===== src/mctp_pkg.sv =====
// Package: register map, time units, channels and state of the timing bank
package mctp_pkg;

  // ************************************************************
  // Register slots, word indices and reset values
  // ************************************************************
  localparam int MCTP_NREG = 32;
  localparam int MCTP_NCH  = 21;

  typedef enum logic [4:0] {
    MCTP_S_BUSY_ON, MCTP_S_BUSY_OFF, MCTP_S_BUSY_TOL, MCTP_S_RB_ON,
    MCTP_S_RB_OFF, MCTP_S_RB_TOL, MCTP_S_DIAL_QUAL, MCTP_S_ANS_SEC,
    MCTP_S_ANS_DATA, MCTP_S_UNSCR_MIN, MCTP_S_SCR_DLY, MCTP_S_SCR_LEN,
    MCTP_S_HS_LO, MCTP_S_HS_HI, MCTP_S_S1_LEN, MCTP_S_ONES1200,
    MCTP_S_HISPD_LO, MCTP_S_HISPD_HI, MCTP_S_INTR_SUSP, MCTP_S_ANS_ONES,
    MCTP_S_DT_CARR, MCTP_S_DT_TMO, MCTP_S_SLV_LOSS, MCTP_S_RT_TMO,
    MCTP_S_FSK_LO, MCTP_S_FSK_HI, MCTP_S_ANS_DET, MCTP_S_OVC_DLY,
    MCTP_S_ANS_FINE, MCTP_S_CALL_ONES, MCTP_S_KISS_MIN, MCTP_S_INTR_CTL
  } mctp_slot_t;

  // Byte address is four times the index
  localparam logic [7:0] MCTP_IDX [MCTP_NREG] = '{
    8'h16, 8'h17, 8'h18, 8'h19, 8'h1A, 8'h1B, 8'h1C, 8'h1E,
    8'h1F, 8'h20, 8'h21, 8'h22, 8'h23, 8'h24, 8'h25, 8'h26,
    8'h27, 8'h28, 8'h29, 8'h2A, 8'h2B, 8'h2C, 8'h2D, 8'h2E,
    8'h2F, 8'h30, 8'h31, 8'h32, 8'h34, 8'h35, 8'h36, 8'h82};

  localparam logic [7:0] MCTP_RST [MCTP_NREG] = '{
    8'h32, 8'h32, 8'h0F, 8'h26, 8'h4B, 8'h07, 8'h0A, 8'h03,
    8'h2D, 8'h00, 8'h00, 8'hA2, 8'hCB, 8'h08, 8'h3C, 8'h0C,
    8'h78, 8'h08, 8'h00, 8'hD2, 8'h18, 8'h08, 8'h0C, 8'hF0,
    8'h3C, 8'h00, 8'h3C, 8'h0C, 8'h5A, 8'h00, 8'h30, 8'h08};

  // Read-only status words, four in a row
  localparam logic [7:0] MCTP_IDX_STAT   = 8'h70;
  localparam int         MCTP_INTR_LSB   = 1;
  localparam logic [1:0] MCTP_INTR_SUSP  = 2'h2;

  // ************************************************************
  // Time units and cycle counts at 100 MHz
  // ************************************************************
  localparam int  MCTP_CLK_MHZ    = 100;
  localparam real MCTP_U10_MS     = 10.0;
  localparam real MCTP_U5_3_MS    = 5.0 / 3.0;
  localparam real MCTP_U53_MS     = 53.333;
  localparam real MCTP_U500_MS    = 500.0;
  localparam real MCTP_U1S_MS     = 1000.0;
  localparam real MCTP_DT_BASE_MS = 426.66;
  localparam int  MCTP_CYC_10MS   = int'(MCTP_U10_MS * 1000.0 * MCTP_CLK_MHZ);
  localparam int  MCTP_CYC_5_3MS  = int'(MCTP_U5_3_MS * 1000.0 * MCTP_CLK_MHZ);
  localparam int  MCTP_CYC_53MS   = int'(MCTP_U53_MS * 1000.0 * MCTP_CLK_MHZ);
  localparam int  MCTP_CYC_500MS  = int'(MCTP_U500_MS * 1000.0 * MCTP_CLK_MHZ);
  localparam int  MCTP_CYC_1S     = int'(MCTP_U1S_MS * 1000.0 * MCTP_CLK_MHZ);
  localparam logic [16:0] MCTP_DT_BASE =
    17'(int'(MCTP_DT_BASE_MS / MCTP_U5_3_MS));

  typedef enum logic [2:0] {
    MCTP_U_10MS  = 3'b000,
    MCTP_U_5_3MS = 3'b001,
    MCTP_U_53MS  = 3'b010,
    MCTP_U_500MS = 3'b011,
    MCTP_U_1S    = 3'b100
  } mctp_unit_t;

  // ************************************************************
  // Timed channels and module state
  // ************************************************************
  typedef enum logic [4:0] {
    MCTP_C_DIAL, MCTP_C_ANS_TONE, MCTP_C_ANS_DATA, MCTP_C_UNSCR,
    MCTP_C_SCR_DLY, MCTP_C_SCR_SEND, MCTP_C_HS_DLY, MCTP_C_S1,
    MCTP_C_ONES1200, MCTP_C_HISPD, MCTP_C_INTR, MCTP_C_ANS_ONES,
    MCTP_C_DT_CARR, MCTP_C_DT_TMO, MCTP_C_SLV_LOSS, MCTP_C_RT_TMO,
    MCTP_C_FSK, MCTP_C_ANS_DET, MCTP_C_OVC, MCTP_C_KISS, MCTP_C_CALL_ONES
  } mctp_chan_t;

  typedef struct packed {
    logic [MCTP_NREG-1:0][7:0]  regs;
    logic [4:0][31:0]           div;
    logic [4:0]                 tick;
    logic [MCTP_NCH-1:0]        run;
    logic [MCTP_NCH-1:0]        lim;
    logic [MCTP_NCH-1:0]        busy;
    logic [MCTP_NCH-1:0]        done;
    logic [MCTP_NCH-1:0][16:0]  cnt;
    logic [MCTP_NCH-1:0][16:0]  len;
    logic [MCTP_NCH-1:0][2:0]   unit;
    logic [1:0]                 tlvl;
    logic [1:0]                 ton_ok;
    logic [1:0]                 tvalid;
    logic [1:0][8:0]            ton;
    logic [1:0][8:0]            toff;
    logic [31:0]                prdata;
    logic                       pready;
    logic                       pslverr;
  } mctp_state_t;

endpackage : mctp_pkg


===== src/mctp_timing_bank.sv =====
// Call timing parameter bank with its timers and cadence checkers
//
// Chosen here: the APB register port.
`timescale 1ns/1ps

// Operation
// - Busy cadence valid strictly inside on/off tolerance
// - Ringback on/off nominals, 53.333 ms units
// - Ringback valid strictly inside tolerance window
// - Dial tone needs continuous qualify time
// - Answer tone seconds, else fine length
// - Delay from answer tone to data
// - Unscrambled ones must persist minimum time
// - Delay before sending scrambled ones
// - Scrambled ones sent for set length
// - Handshake-to-data delay from two bytes
// - S1 pattern sent for set duration
// - 1200 bps ones after S1 end
// - 2400 bps ones length from two bytes
// - Intrusion suspended only in mode 10
// - Answer side scrambled ones minimum
// - Direct turnaround carrier minimum and timeout
// - Slave carrier loss before reverse search
// - Reverse turnaround search time limit
// - FSK connection delay from two bytes
// - Answer tone detected after minimum time
// - Overcurrent checked after off-hook delay
// - Kissoff longer than minimum echoes k
module mctp_timing_bank #(
  parameter int P_CYC_10MS  = mctp_pkg::MCTP_CYC_10MS,
  parameter int P_CYC_5_3MS = mctp_pkg::MCTP_CYC_5_3MS,
  parameter int P_CYC_53MS  = mctp_pkg::MCTP_CYC_53MS,
  parameter int P_CYC_500MS = mctp_pkg::MCTP_CYC_500MS,
  parameter int P_CYC_1S    = mctp_pkg::MCTP_CYC_1S
) (
  input  wire logic        pclk,
  input  wire logic        presetn,
  input  wire logic        psel,
  input  wire logic        penable,
  input  wire logic        pwrite,
  input  wire logic [11:0] paddr,
  input  wire logic [31:0] pwdata,
  input  wire logic [3:0]  pstrb,
  output logic      [31:0] prdata,
  output logic             pready,
  output logic             pslverr,
  input  wire logic [20:0] chan_req,
  input  wire logic        busy_tone_in,
  input  wire logic        ringback_tone_in,
  input  wire logic        alarm_security_mode,
  output logic      [20:0] chan_busy,
  output logic      [20:0] chan_done,
  output logic             busy_tone_valid,
  output logic             ringback_valid
);

  localparam int NREG = mctp_pkg::MCTP_NREG;
  localparam int NCH  = mctp_pkg::MCTP_NCH;
  localparam int CYC [5] = '{P_CYC_10MS, P_CYC_5_3MS, P_CYC_53MS,
                             P_CYC_500MS, P_CYC_1S};

  // ************************************************************
  // Helpers
  // ************************************************************
  function automatic mctp_pkg::mctp_state_t rst_state();
    mctp_pkg::mctp_state_t s;
    s = '0;
    for (int k = 0; k < NREG; k++) begin
      s.regs[k] = mctp_pkg::MCTP_RST[k];
    end
    return s;
  endfunction : rst_state

  localparam mctp_pkg::mctp_state_t RST_STATE = rst_state();

  // Strict window: nom - tol < x < nom + tol
  function automatic logic in_window(
    input logic [8:0] x,
    input logic [7:0] nom,
    input logic [7:0] tol
  );
    logic [9:0] xw;
    logic [9:0] nw;
    logic [9:0] tw;
    xw = {1'b0, x};
    nw = {2'b00, nom};
    tw = {2'b00, tol};
    return (xw + tw > nw) && (xw < nw + tw);
  endfunction : in_window

  // Timeouts stop at len; minimums must pass len
  function automatic logic reached(
    input logic [16:0] cnt,
    input logic [16:0] len,
    input logic        lim
  );
    return lim ? (cnt >= len) : (cnt > len);
  endfunction : reached

  function automatic logic [16:0] byte_len(input logic [7:0] v);
    return {9'h000, v};
  endfunction : byte_len

  // Returns {limit, unit, length}
  function automatic logic [20:0] chan_cfg(
    input logic [4:0]                 ch,
    input logic [NREG-1:0][7:0]       r
  );
    logic [2:0]  u;
    logic [16:0] l;
    logic        lim;
    u   = mctp_pkg::MCTP_U_5_3MS;
    l   = '0;
    lim = 1'b0;
    case (ch)
      mctp_pkg::MCTP_C_DIAL: begin
        u = mctp_pkg::MCTP_U_10MS;
        l = byte_len(r[mctp_pkg::MCTP_S_DIAL_QUAL]);
      end
      mctp_pkg::MCTP_C_ANS_TONE: begin
        if (r[mctp_pkg::MCTP_S_ANS_SEC] != 8'h00) begin
          u = mctp_pkg::MCTP_U_1S;
          l = byte_len(r[mctp_pkg::MCTP_S_ANS_SEC]);
        end else begin
          l = byte_len(r[mctp_pkg::MCTP_S_ANS_FINE]);
        end
      end
      mctp_pkg::MCTP_C_ANS_DATA:
        l = byte_len(r[mctp_pkg::MCTP_S_ANS_DATA]);
      mctp_pkg::MCTP_C_UNSCR:
        l = byte_len(r[mctp_pkg::MCTP_S_UNSCR_MIN]);
      mctp_pkg::MCTP_C_SCR_DLY: begin
        u = mctp_pkg::MCTP_U_53MS;
        l = byte_len(r[mctp_pkg::MCTP_S_SCR_DLY]);
      end
      mctp_pkg::MCTP_C_SCR_SEND:
        l = byte_len(r[mctp_pkg::MCTP_S_SCR_LEN]);
      mctp_pkg::MCTP_C_HS_DLY:
        l = {1'b0, r[mctp_pkg::MCTP_S_HS_HI],
             r[mctp_pkg::MCTP_S_HS_LO]};
      mctp_pkg::MCTP_C_S1:
        l = byte_len(r[mctp_pkg::MCTP_S_S1_LEN]);
      mctp_pkg::MCTP_C_ONES1200: begin
        u = mctp_pkg::MCTP_U_53MS;
        l = byte_len(r[mctp_pkg::MCTP_S_ONES1200]);
      end
      mctp_pkg::MCTP_C_HISPD:
        l = {1'b0, r[mctp_pkg::MCTP_S_HISPD_HI],
             r[mctp_pkg::MCTP_S_HISPD_LO]};
      mctp_pkg::MCTP_C_INTR: begin
        u = mctp_pkg::MCTP_U_500MS;
        // Other modes: no suspension window at all
        if (r[mctp_pkg::MCTP_S_INTR_CTL][mctp_pkg::MCTP_INTR_LSB +: 2]
            == mctp_pkg::MCTP_INTR_SUSP) begin
          l = byte_len(r[mctp_pkg::MCTP_S_INTR_SUSP]);
        end
        lim = 1'b1;
      end
      mctp_pkg::MCTP_C_ANS_ONES:
        l = byte_len(r[mctp_pkg::MCTP_S_ANS_ONES]);
      mctp_pkg::MCTP_C_DT_CARR:
        l = byte_len(r[mctp_pkg::MCTP_S_DT_CARR]);
      mctp_pkg::MCTP_C_DT_TMO: begin
        l = mctp_pkg::MCTP_DT_BASE
            + byte_len(r[mctp_pkg::MCTP_S_DT_TMO]);
        lim = 1'b1;
      end
      mctp_pkg::MCTP_C_SLV_LOSS:
        l = byte_len(r[mctp_pkg::MCTP_S_SLV_LOSS]);
      mctp_pkg::MCTP_C_RT_TMO: begin
        l = byte_len(r[mctp_pkg::MCTP_S_RT_TMO]);
        lim = 1'b1;
      end
      mctp_pkg::MCTP_C_FSK:
        l = {1'b0, r[mctp_pkg::MCTP_S_FSK_HI],
             r[mctp_pkg::MCTP_S_FSK_LO]};
      mctp_pkg::MCTP_C_ANS_DET:
        l = byte_len(r[mctp_pkg::MCTP_S_ANS_DET]);
      mctp_pkg::MCTP_C_OVC:
        l = byte_len(r[mctp_pkg::MCTP_S_OVC_DLY]);
      mctp_pkg::MCTP_C_KISS: begin
        u = mctp_pkg::MCTP_U_10MS;
        l = byte_len(r[mctp_pkg::MCTP_S_KISS_MIN]);
      end
      mctp_pkg::MCTP_C_CALL_ONES:
        l = byte_len(r[mctp_pkg::MCTP_S_CALL_ONES]);
      default: begin
        l = '0;
      end
    endcase
    return {lim, u, l};
  endfunction : chan_cfg

  // ************************************************************
  // State
  // ************************************************************
  mctp_pkg::mctp_state_t s_q;
  mctp_pkg::mctp_state_t s_d;

  always_comb begin : next_p
    logic [20:0] cfg;
    logic [7:0]  idx;
    logic        acc;
    logic        req;
    logic [31:0] stat;
    logic        tin;
    logic        tk;
    logic [7:0]  non;
    logic [7:0]  noff;
    logic [7:0]  tol;
    cfg  = '0;
    idx  = paddr[9:2];
    acc  = psel && penable && s_q.pready;
    req  = 1'b0;
    stat = {6'h00, s_q.tvalid, 3'h0, s_q.done};
    tin  = 1'b0;
    tk   = 1'b0;
    non  = '0;
    noff = '0;
    tol  = '0;
    s_d  = s_q;

    // Unit dividers; one-cycle enables shared by all timers
    for (int u = 0; u < 5; u++) begin
      if (s_q.div[u] >= 32'(CYC[u] - 1)) begin
        s_d.div[u]  = '0;
        s_d.tick[u] = 1'b1;
      end else begin
        s_d.div[u]  = s_q.div[u] + 32'h1;
        s_d.tick[u] = 1'b0;
      end
    end

    // APB: answer prepared in setup, zero wait states
    s_d.pready = 1'b0;
    if (psel && !penable) begin
      s_d.pready  = 1'b1;
      s_d.prdata  = '0;
      s_d.pslverr = 1'b1;
      if (paddr[11:10] == 2'b00 && paddr[1:0] == 2'b00) begin
        for (int k = 0; k < NREG; k++) begin
          if (idx == mctp_pkg::MCTP_IDX[k]) begin
            s_d.prdata  = {24'h000000, s_q.regs[k]};
            s_d.pslverr = 1'b0;
          end
        end
        if (idx[7:2] == mctp_pkg::MCTP_IDX_STAT[7:2] && !pwrite) begin
          s_d.prdata  = {24'h000000, stat[{idx[1:0], 3'b000} +: 8]};
          s_d.pslverr = 1'b0;
        end
      end
    end
    if (acc && pwrite && !s_q.pslverr && pstrb[0]) begin
      for (int k = 0; k < NREG; k++) begin
        if (idx == mctp_pkg::MCTP_IDX[k]) begin
          s_d.regs[k] = pwdata[7:0];
        end
      end
    end

    // Timed channels; length and unit latched at start
    for (int i = 0; i < NCH; i++) begin
      cfg = chan_cfg(5'(i), s_q.regs);
      req = chan_req[i];
      if (i == mctp_pkg::MCTP_C_KISS) begin
        req = req && alarm_security_mode;
      end
      if (!req) begin
        // Dropping the request ends any qualification at once
        s_d.run[i] = 1'b0;
        s_d.cnt[i] = '0;
      end else if (!s_q.run[i]) begin
        s_d.run[i]  = 1'b1;
        s_d.cnt[i]  = '0;
        s_d.len[i]  = cfg[16:0];
        s_d.unit[i] = cfg[19:17];
        s_d.lim[i]  = cfg[20];
      end else if (s_q.tick[s_q.unit[i]]
                   && !reached(s_q.cnt[i], s_q.len[i], s_q.lim[i])) begin
        s_d.cnt[i] = s_q.cnt[i] + 17'h00001;
      end
      s_d.done[i] = s_d.run[i]
                    && reached(s_d.cnt[i], s_d.len[i], s_d.lim[i]);
      s_d.busy[i] = s_d.run[i] && !s_d.done[i];
    end

    // Cadence checkers: 0 busy tone, 1 ringback
    for (int t = 0; t < 2; t++) begin
      if (t == 0) begin
        tin  = busy_tone_in;
        tk   = s_q.tick[mctp_pkg::MCTP_U_10MS];
        non  = s_q.regs[mctp_pkg::MCTP_S_BUSY_ON];
        noff = s_q.regs[mctp_pkg::MCTP_S_BUSY_OFF];
        tol  = s_q.regs[mctp_pkg::MCTP_S_BUSY_TOL];
      end else begin
        tin  = ringback_tone_in;
        tk   = s_q.tick[mctp_pkg::MCTP_U_53MS];
        non  = s_q.regs[mctp_pkg::MCTP_S_RB_ON];
        noff = s_q.regs[mctp_pkg::MCTP_S_RB_OFF];
        tol  = s_q.regs[mctp_pkg::MCTP_S_RB_TOL];
      end
      s_d.tlvl[t] = tin;
      if (tin && !s_q.tlvl[t]) begin
        // Off period ends: judge the whole on/off pair
        s_d.tvalid[t] = s_q.ton_ok[t]
                        && in_window(s_q.toff[t], noff, tol);
        s_d.ton[t] = '0;
      end else if (!tin && s_q.tlvl[t]) begin
        s_d.ton_ok[t] = in_window(s_q.ton[t], non, tol);
        if (!s_d.ton_ok[t]) begin
          s_d.tvalid[t] = 1'b0;
        end
        s_d.toff[t] = '0;
      end else if (tk) begin
        // Saturate so a stuck tone never wraps into the window
        if (tin && s_q.ton[t] != 9'h1FF) begin
          s_d.ton[t] = s_q.ton[t] + 9'h001;
        end else if (!tin && s_q.toff[t] != 9'h1FF) begin
          s_d.toff[t] = s_q.toff[t] + 9'h001;
        end
      end
    end
  end : next_p

  always_ff @(posedge pclk or negedge presetn) begin
    if (!presetn) begin
      s_q <= RST_STATE;
    end else begin
      s_q <= s_d;
    end
  end

  // ************************************************************
  // Outputs
  // ************************************************************
  assign prdata          = s_q.prdata;
  assign pready          = s_q.pready;
  assign pslverr         = s_q.pslverr;
  assign chan_busy       = s_q.busy;
  assign chan_done       = s_q.done;
  assign busy_tone_valid = s_q.tvalid[0];
  assign ringback_valid  = s_q.tvalid[1];
endmodule : mctp_timing_bank


===== config.mk =====
export PLATFORM = sky130hd
export DESIGN_NAME = mctp_timing_bank
export DESIGN_NICKNAME = d
export VERILOG_FILES = /design/src/mctp_pkg.sv /design/src/mctp_timing_bank.sv
export SDC_FILE = /design/constraint.sdc
export NUM_CORES = 2
export LEC_CHECK = 0
export ABC_AREA = 1
export BUFFER_PORTS_ARGS = -buffer_cell sky130_fd_sc_hd__buf_2
export CORE_MARGIN = 4
export CORE_UTILIZATION = 35
export DETAILED_ROUTE_END_ITERATION = 16
export HOLD_SLACK_MARGIN = 0.02
export REMOVE_ABC_BUFFERS = 1
export SLEW_MARGIN = 5
export SYNTH_ARGS = -nofsm -noshare
export SYNTH_HDL_FRONTEND = slang
export SYNTH_SLANG_ARGS = --single-unit

===== constraint.sdc =====
create_clock -name pclk -period 8.75 [get_ports pclk]
set_clock_uncertainty 0.15 [all_clocks]
set_input_delay 1.3125 -clock pclk [delete_from_list [all_inputs] [get_ports pclk]]
set_output_delay 1.3125 -clock pclk [all_outputs]
set_load 0.01 [all_outputs]

==> impl_metrics.py <==
metrics = {
    "routing": {
        "first_iter_violations": 4532,
        "vias": 62700,
        "drtAntennaViolNets": 0,
        "drt_pass1_iterations": 8,
        "route.detailed.drc": 0,
        "drt_wl_total_mm": 205,
        "avgViaCountPerCell": 5.00,
        "routedWlPerCell_microns": 16.3,
    },
    "sta": {
        "setup_slack_ns": 3.67,
        "setup_viol": 0,
        "tns_ns": 0,
        "rsz0062_at_grt": "false",
        "hold_violations": 0,
        "whs_ns": 0.316,
        "maxSlewHeadroom": 0.222,
        "fin_crit_ns": 5.08,
        "fmax_mhz": 197,
        "worstMarginPinSlew_ns": 1.16,
        "maxSlewViolCount": 0,
        "fin_crit_sh": 0.581,
    },
    "clock_network": {
        "clk_pin_slew_ns": 0.06,
        "clk_latency_ns": 0.82,
        "cts_buffers": 151,
        "cts_tree": "built",
        "hold_buffers": 0,
        "cts_sinks": 1291,
        "cts_htree_levels": 4,
        "cts_resized": 0,
        "post_cts_buffers": 0,
        "cts_root_buf": "clkbuf_16",
        "cts_buffer_depth": 3,
    },
    "setup_path": {
        "critical_path_class": "reg -> reg",
        "crit_chain": "buf_4 -> nor2_1 -> a211oi_1 -> nand2_2 -> inv_2 -> nand3_1 -> nor2_1 -> nand3_1 -> nor3_2 -> nand3_1 -> nor2_1 -> nand2_1 -> nor2_1 -> nor3_1 -> ha_1 -> nand4_1 -> nor2_1 -> inv_1 -> nor4_1 -> a211oi_1 -> o21ai_0 -> o21a_1 -> and2_1",
        "arrival_ns": 5.60,
        "slowest_delay_ns": 0.72,
        "crit_path_max_fanout": 11,
        "required_ns": 9.27,
        "endpoint_kind": "flop",
        "startpoint_type": "flop",
        "r2r_slack_ns": 3.67,
        "cp_slowest_cell": "dfrtp_2",
        "critPathMostFrequentCell": "nor2_1",
    },
    "pwr": {
        "powerDensity_nw_per_um2": 164,
        "pwr-share-clk": 0.471,
        "ir_drop_mv": 0.181,
        "seqPwrFrac": 0.441,
        "netSwitchingFraction": 0.259,
        "internal_power_uw": 10500,
        "p_sw_uw": 3660,
        "comb_power_share": 0.088,
        "leakage_uw": 0.0412,
    },
    "place": {
        "place.gp.congestion": 0.926,
        "dpl.hpwl_mm": 155,
        "port_buffers": 103,
        "place_ws_ns": 3.64,
        "dpl.cell_count": 12200,
    },
    "synthesis": {
        "ys_seq_area_frac": 0.420,
        "synth_ff_type": "dfrtp_1",
        "yosysWarnings": 0,
        "synth.avg_cell_area_sq_um": 8.20,
        "synth.most_common_cell": "inv_1",
        "synthMuxAreaShare": 0.000146,
        "syn_area_sq_um": 77100,
        "ys_ff_latch": 1291,
        "yosys.area_share.simple": 0.197,
        "syn-instance-count": 9394,
        "synth_top_family_by_area": "simple AND/OR/NAND/NOR gates",
        "synthAdderAreaFrac": 0.145,
        "synth-edff-count": 0,
        "yosysTopAreaCell": "dfrtp_1",
        "synth_common_cells": "inv_1 (1,635), nand2_1 (1,522), dfrtp_1 (1,213), ha_1 (881), nor2_1 (842)",
        "ys_top_cells_by_area": "dfrtp_1 (39%), ha_1 (14%), inv_1 (8.0%)",
        "synthDistinctLibCells": 78,
        "synth_xor_area_frac": 0.0106,
        "synthArstFlopShare": 1.00,
        "yosysTopAreaCellShare": 0.394,
        "synth_compound_area_frac": 0.132,
    },
    "floorplan": {
        "rows": 171,
        "die-height_microns": 477,
        "die_w_microns": 477,
        "io_pins": 155,
        "start_util": 0.353,
        "core_sq_um": 218000,
        "die_area_sq_um": 228000,
    },
    "grt": {
        "grt_pass1_vias": 62200,
        "grt_max_degree": 169,
        "grtUsageTotal": 0.179,
        "antenna_found_initial": 26,
        "overflow": 0,
        "grt_pass1_wl_mm": 332,
    },
    "final_layout": {
        "drive_above_1_share": 0.0646,
        "area_growth_syn_to_layout_pct": 11.6,
        "nets": 10500,
        "fin_cells": 12500,
    },
    "job": {
        "maxCapViolations": 0,
    },
    "hold_path": {
        "hold_class": "reg -> reg",
    },
    "run_status": {
        "status": "finished, final reports clean",
    },
}
power by group through the flow:
stage	Sequential, uW	Clock [uW]	Combinational, uW
2_1_floorplan	6300	0	799
3_3_place_gp	6320	0	1230
3_5_place_dp	6330	0	1250
4_1_cts	6220	6840	1260
5_1_grt	6240	7080	1460
6_report	6220	6650	1250
layer usage:
layer	share of wire	GRT usage
met1	0.45	0.234
met2	0.45	0.290
met3	0.050	0.0282
met4	0.050	0.0846
met5	0.00033	0
per-stage QoR:
step	total power, uW	utilization	area [sq um]
2_1_floorplan	7100	-	76200
3_3_place_gp	7550	0.370	80700
6_report	14100	0.395	86000
4_1_cts	14300	0.394	86000
5_1_grt	14800	0.394	86000
3_5_place_dp	7580	0.370	80700
flip-flops by register name (all words and copies together), names as in the netlist, 8 cells and up:
name         count
prdata           8
chan_done       21
next_p.tol       8
next_p.cfg       8
s_q           1204
next_p.non       8
next_p.noff      8
chan_busy       21
layout by cell type (no fill, tap or decap), types with 21 or more instances in the layout:
cell type	count
nand2_1	1522
clkbuf_1	32
dfstp_2	78
a211oi_1	72
nand3_1	251
o21a_1	61
inv_1	1627
dfrtp_1	1212
buf_2	102
nand4_1	183
o21bai_1	36
xnor2_1	40
o22ai_1	27
xor2_1	53
a21oi_1	657
o21ai_0	781
ha_1	881
or2_2	56
clkinv_2	28
nor3_1	245
buf_4	31
nor4_1	73
nor2_1	841
clkbuf_16	151
clkbuf_8	25
conb_1	70
a31oi_1	41
nor3b_1	116
and2_1	21
area by class of cell:
type	count	area [sq um]
tap	2854	3570
timing repair buffer	140	883
fill	21800	132000
sequential	1291	32400
clock inverter	70	1040
clock buffer	208	4240
antenna	13	32.5
inverter	1658	6230
multi-input combinational	6302	37600
critical path: cells and delay by family, from the launching register on:
kind                       cells  cell delay, ns
DFF                            1            0.72
and+or+nand+nor               15            2.40
adders and majority gates      1            0.31
buffers and inverters          3            0.66
AOI/OAI and AO/OA              4            0.65
logic make-up after synthesis:
family	count (synthesis)
simple gates	3420
buf+inv	1870
compound gates	1829
flops	1291
fa+ha+maj	889
xor+xnor	93
other cells	1
mux	1
worst paths after layout:
check | depth (start not counted) | startpoint | end
max | 23 | s_q[937]$_DFF_PN0_ | chan_done[18]$_DFF_PN0_
min | 1 | s_q[1070]$_DFF_PN0_ | s_q[1070]$_DFF_PN0_
max reg2reg | 23 | s_q[937]$_DFF_PN0_ | chan_done[18]$_DFF_PN0_
min reg2reg | 1 | s_q[1070]$_DFF_PN0_ | s_q[1070]$_DFF_PN0_
max in group asynchronous | 3 | presetn | s_q[1090]$_DFF_PN0_
min in group asynchronous | 1 | presetn | s_q[559]$_DFF_PN0_
Power figures use the tool's default switching activity.
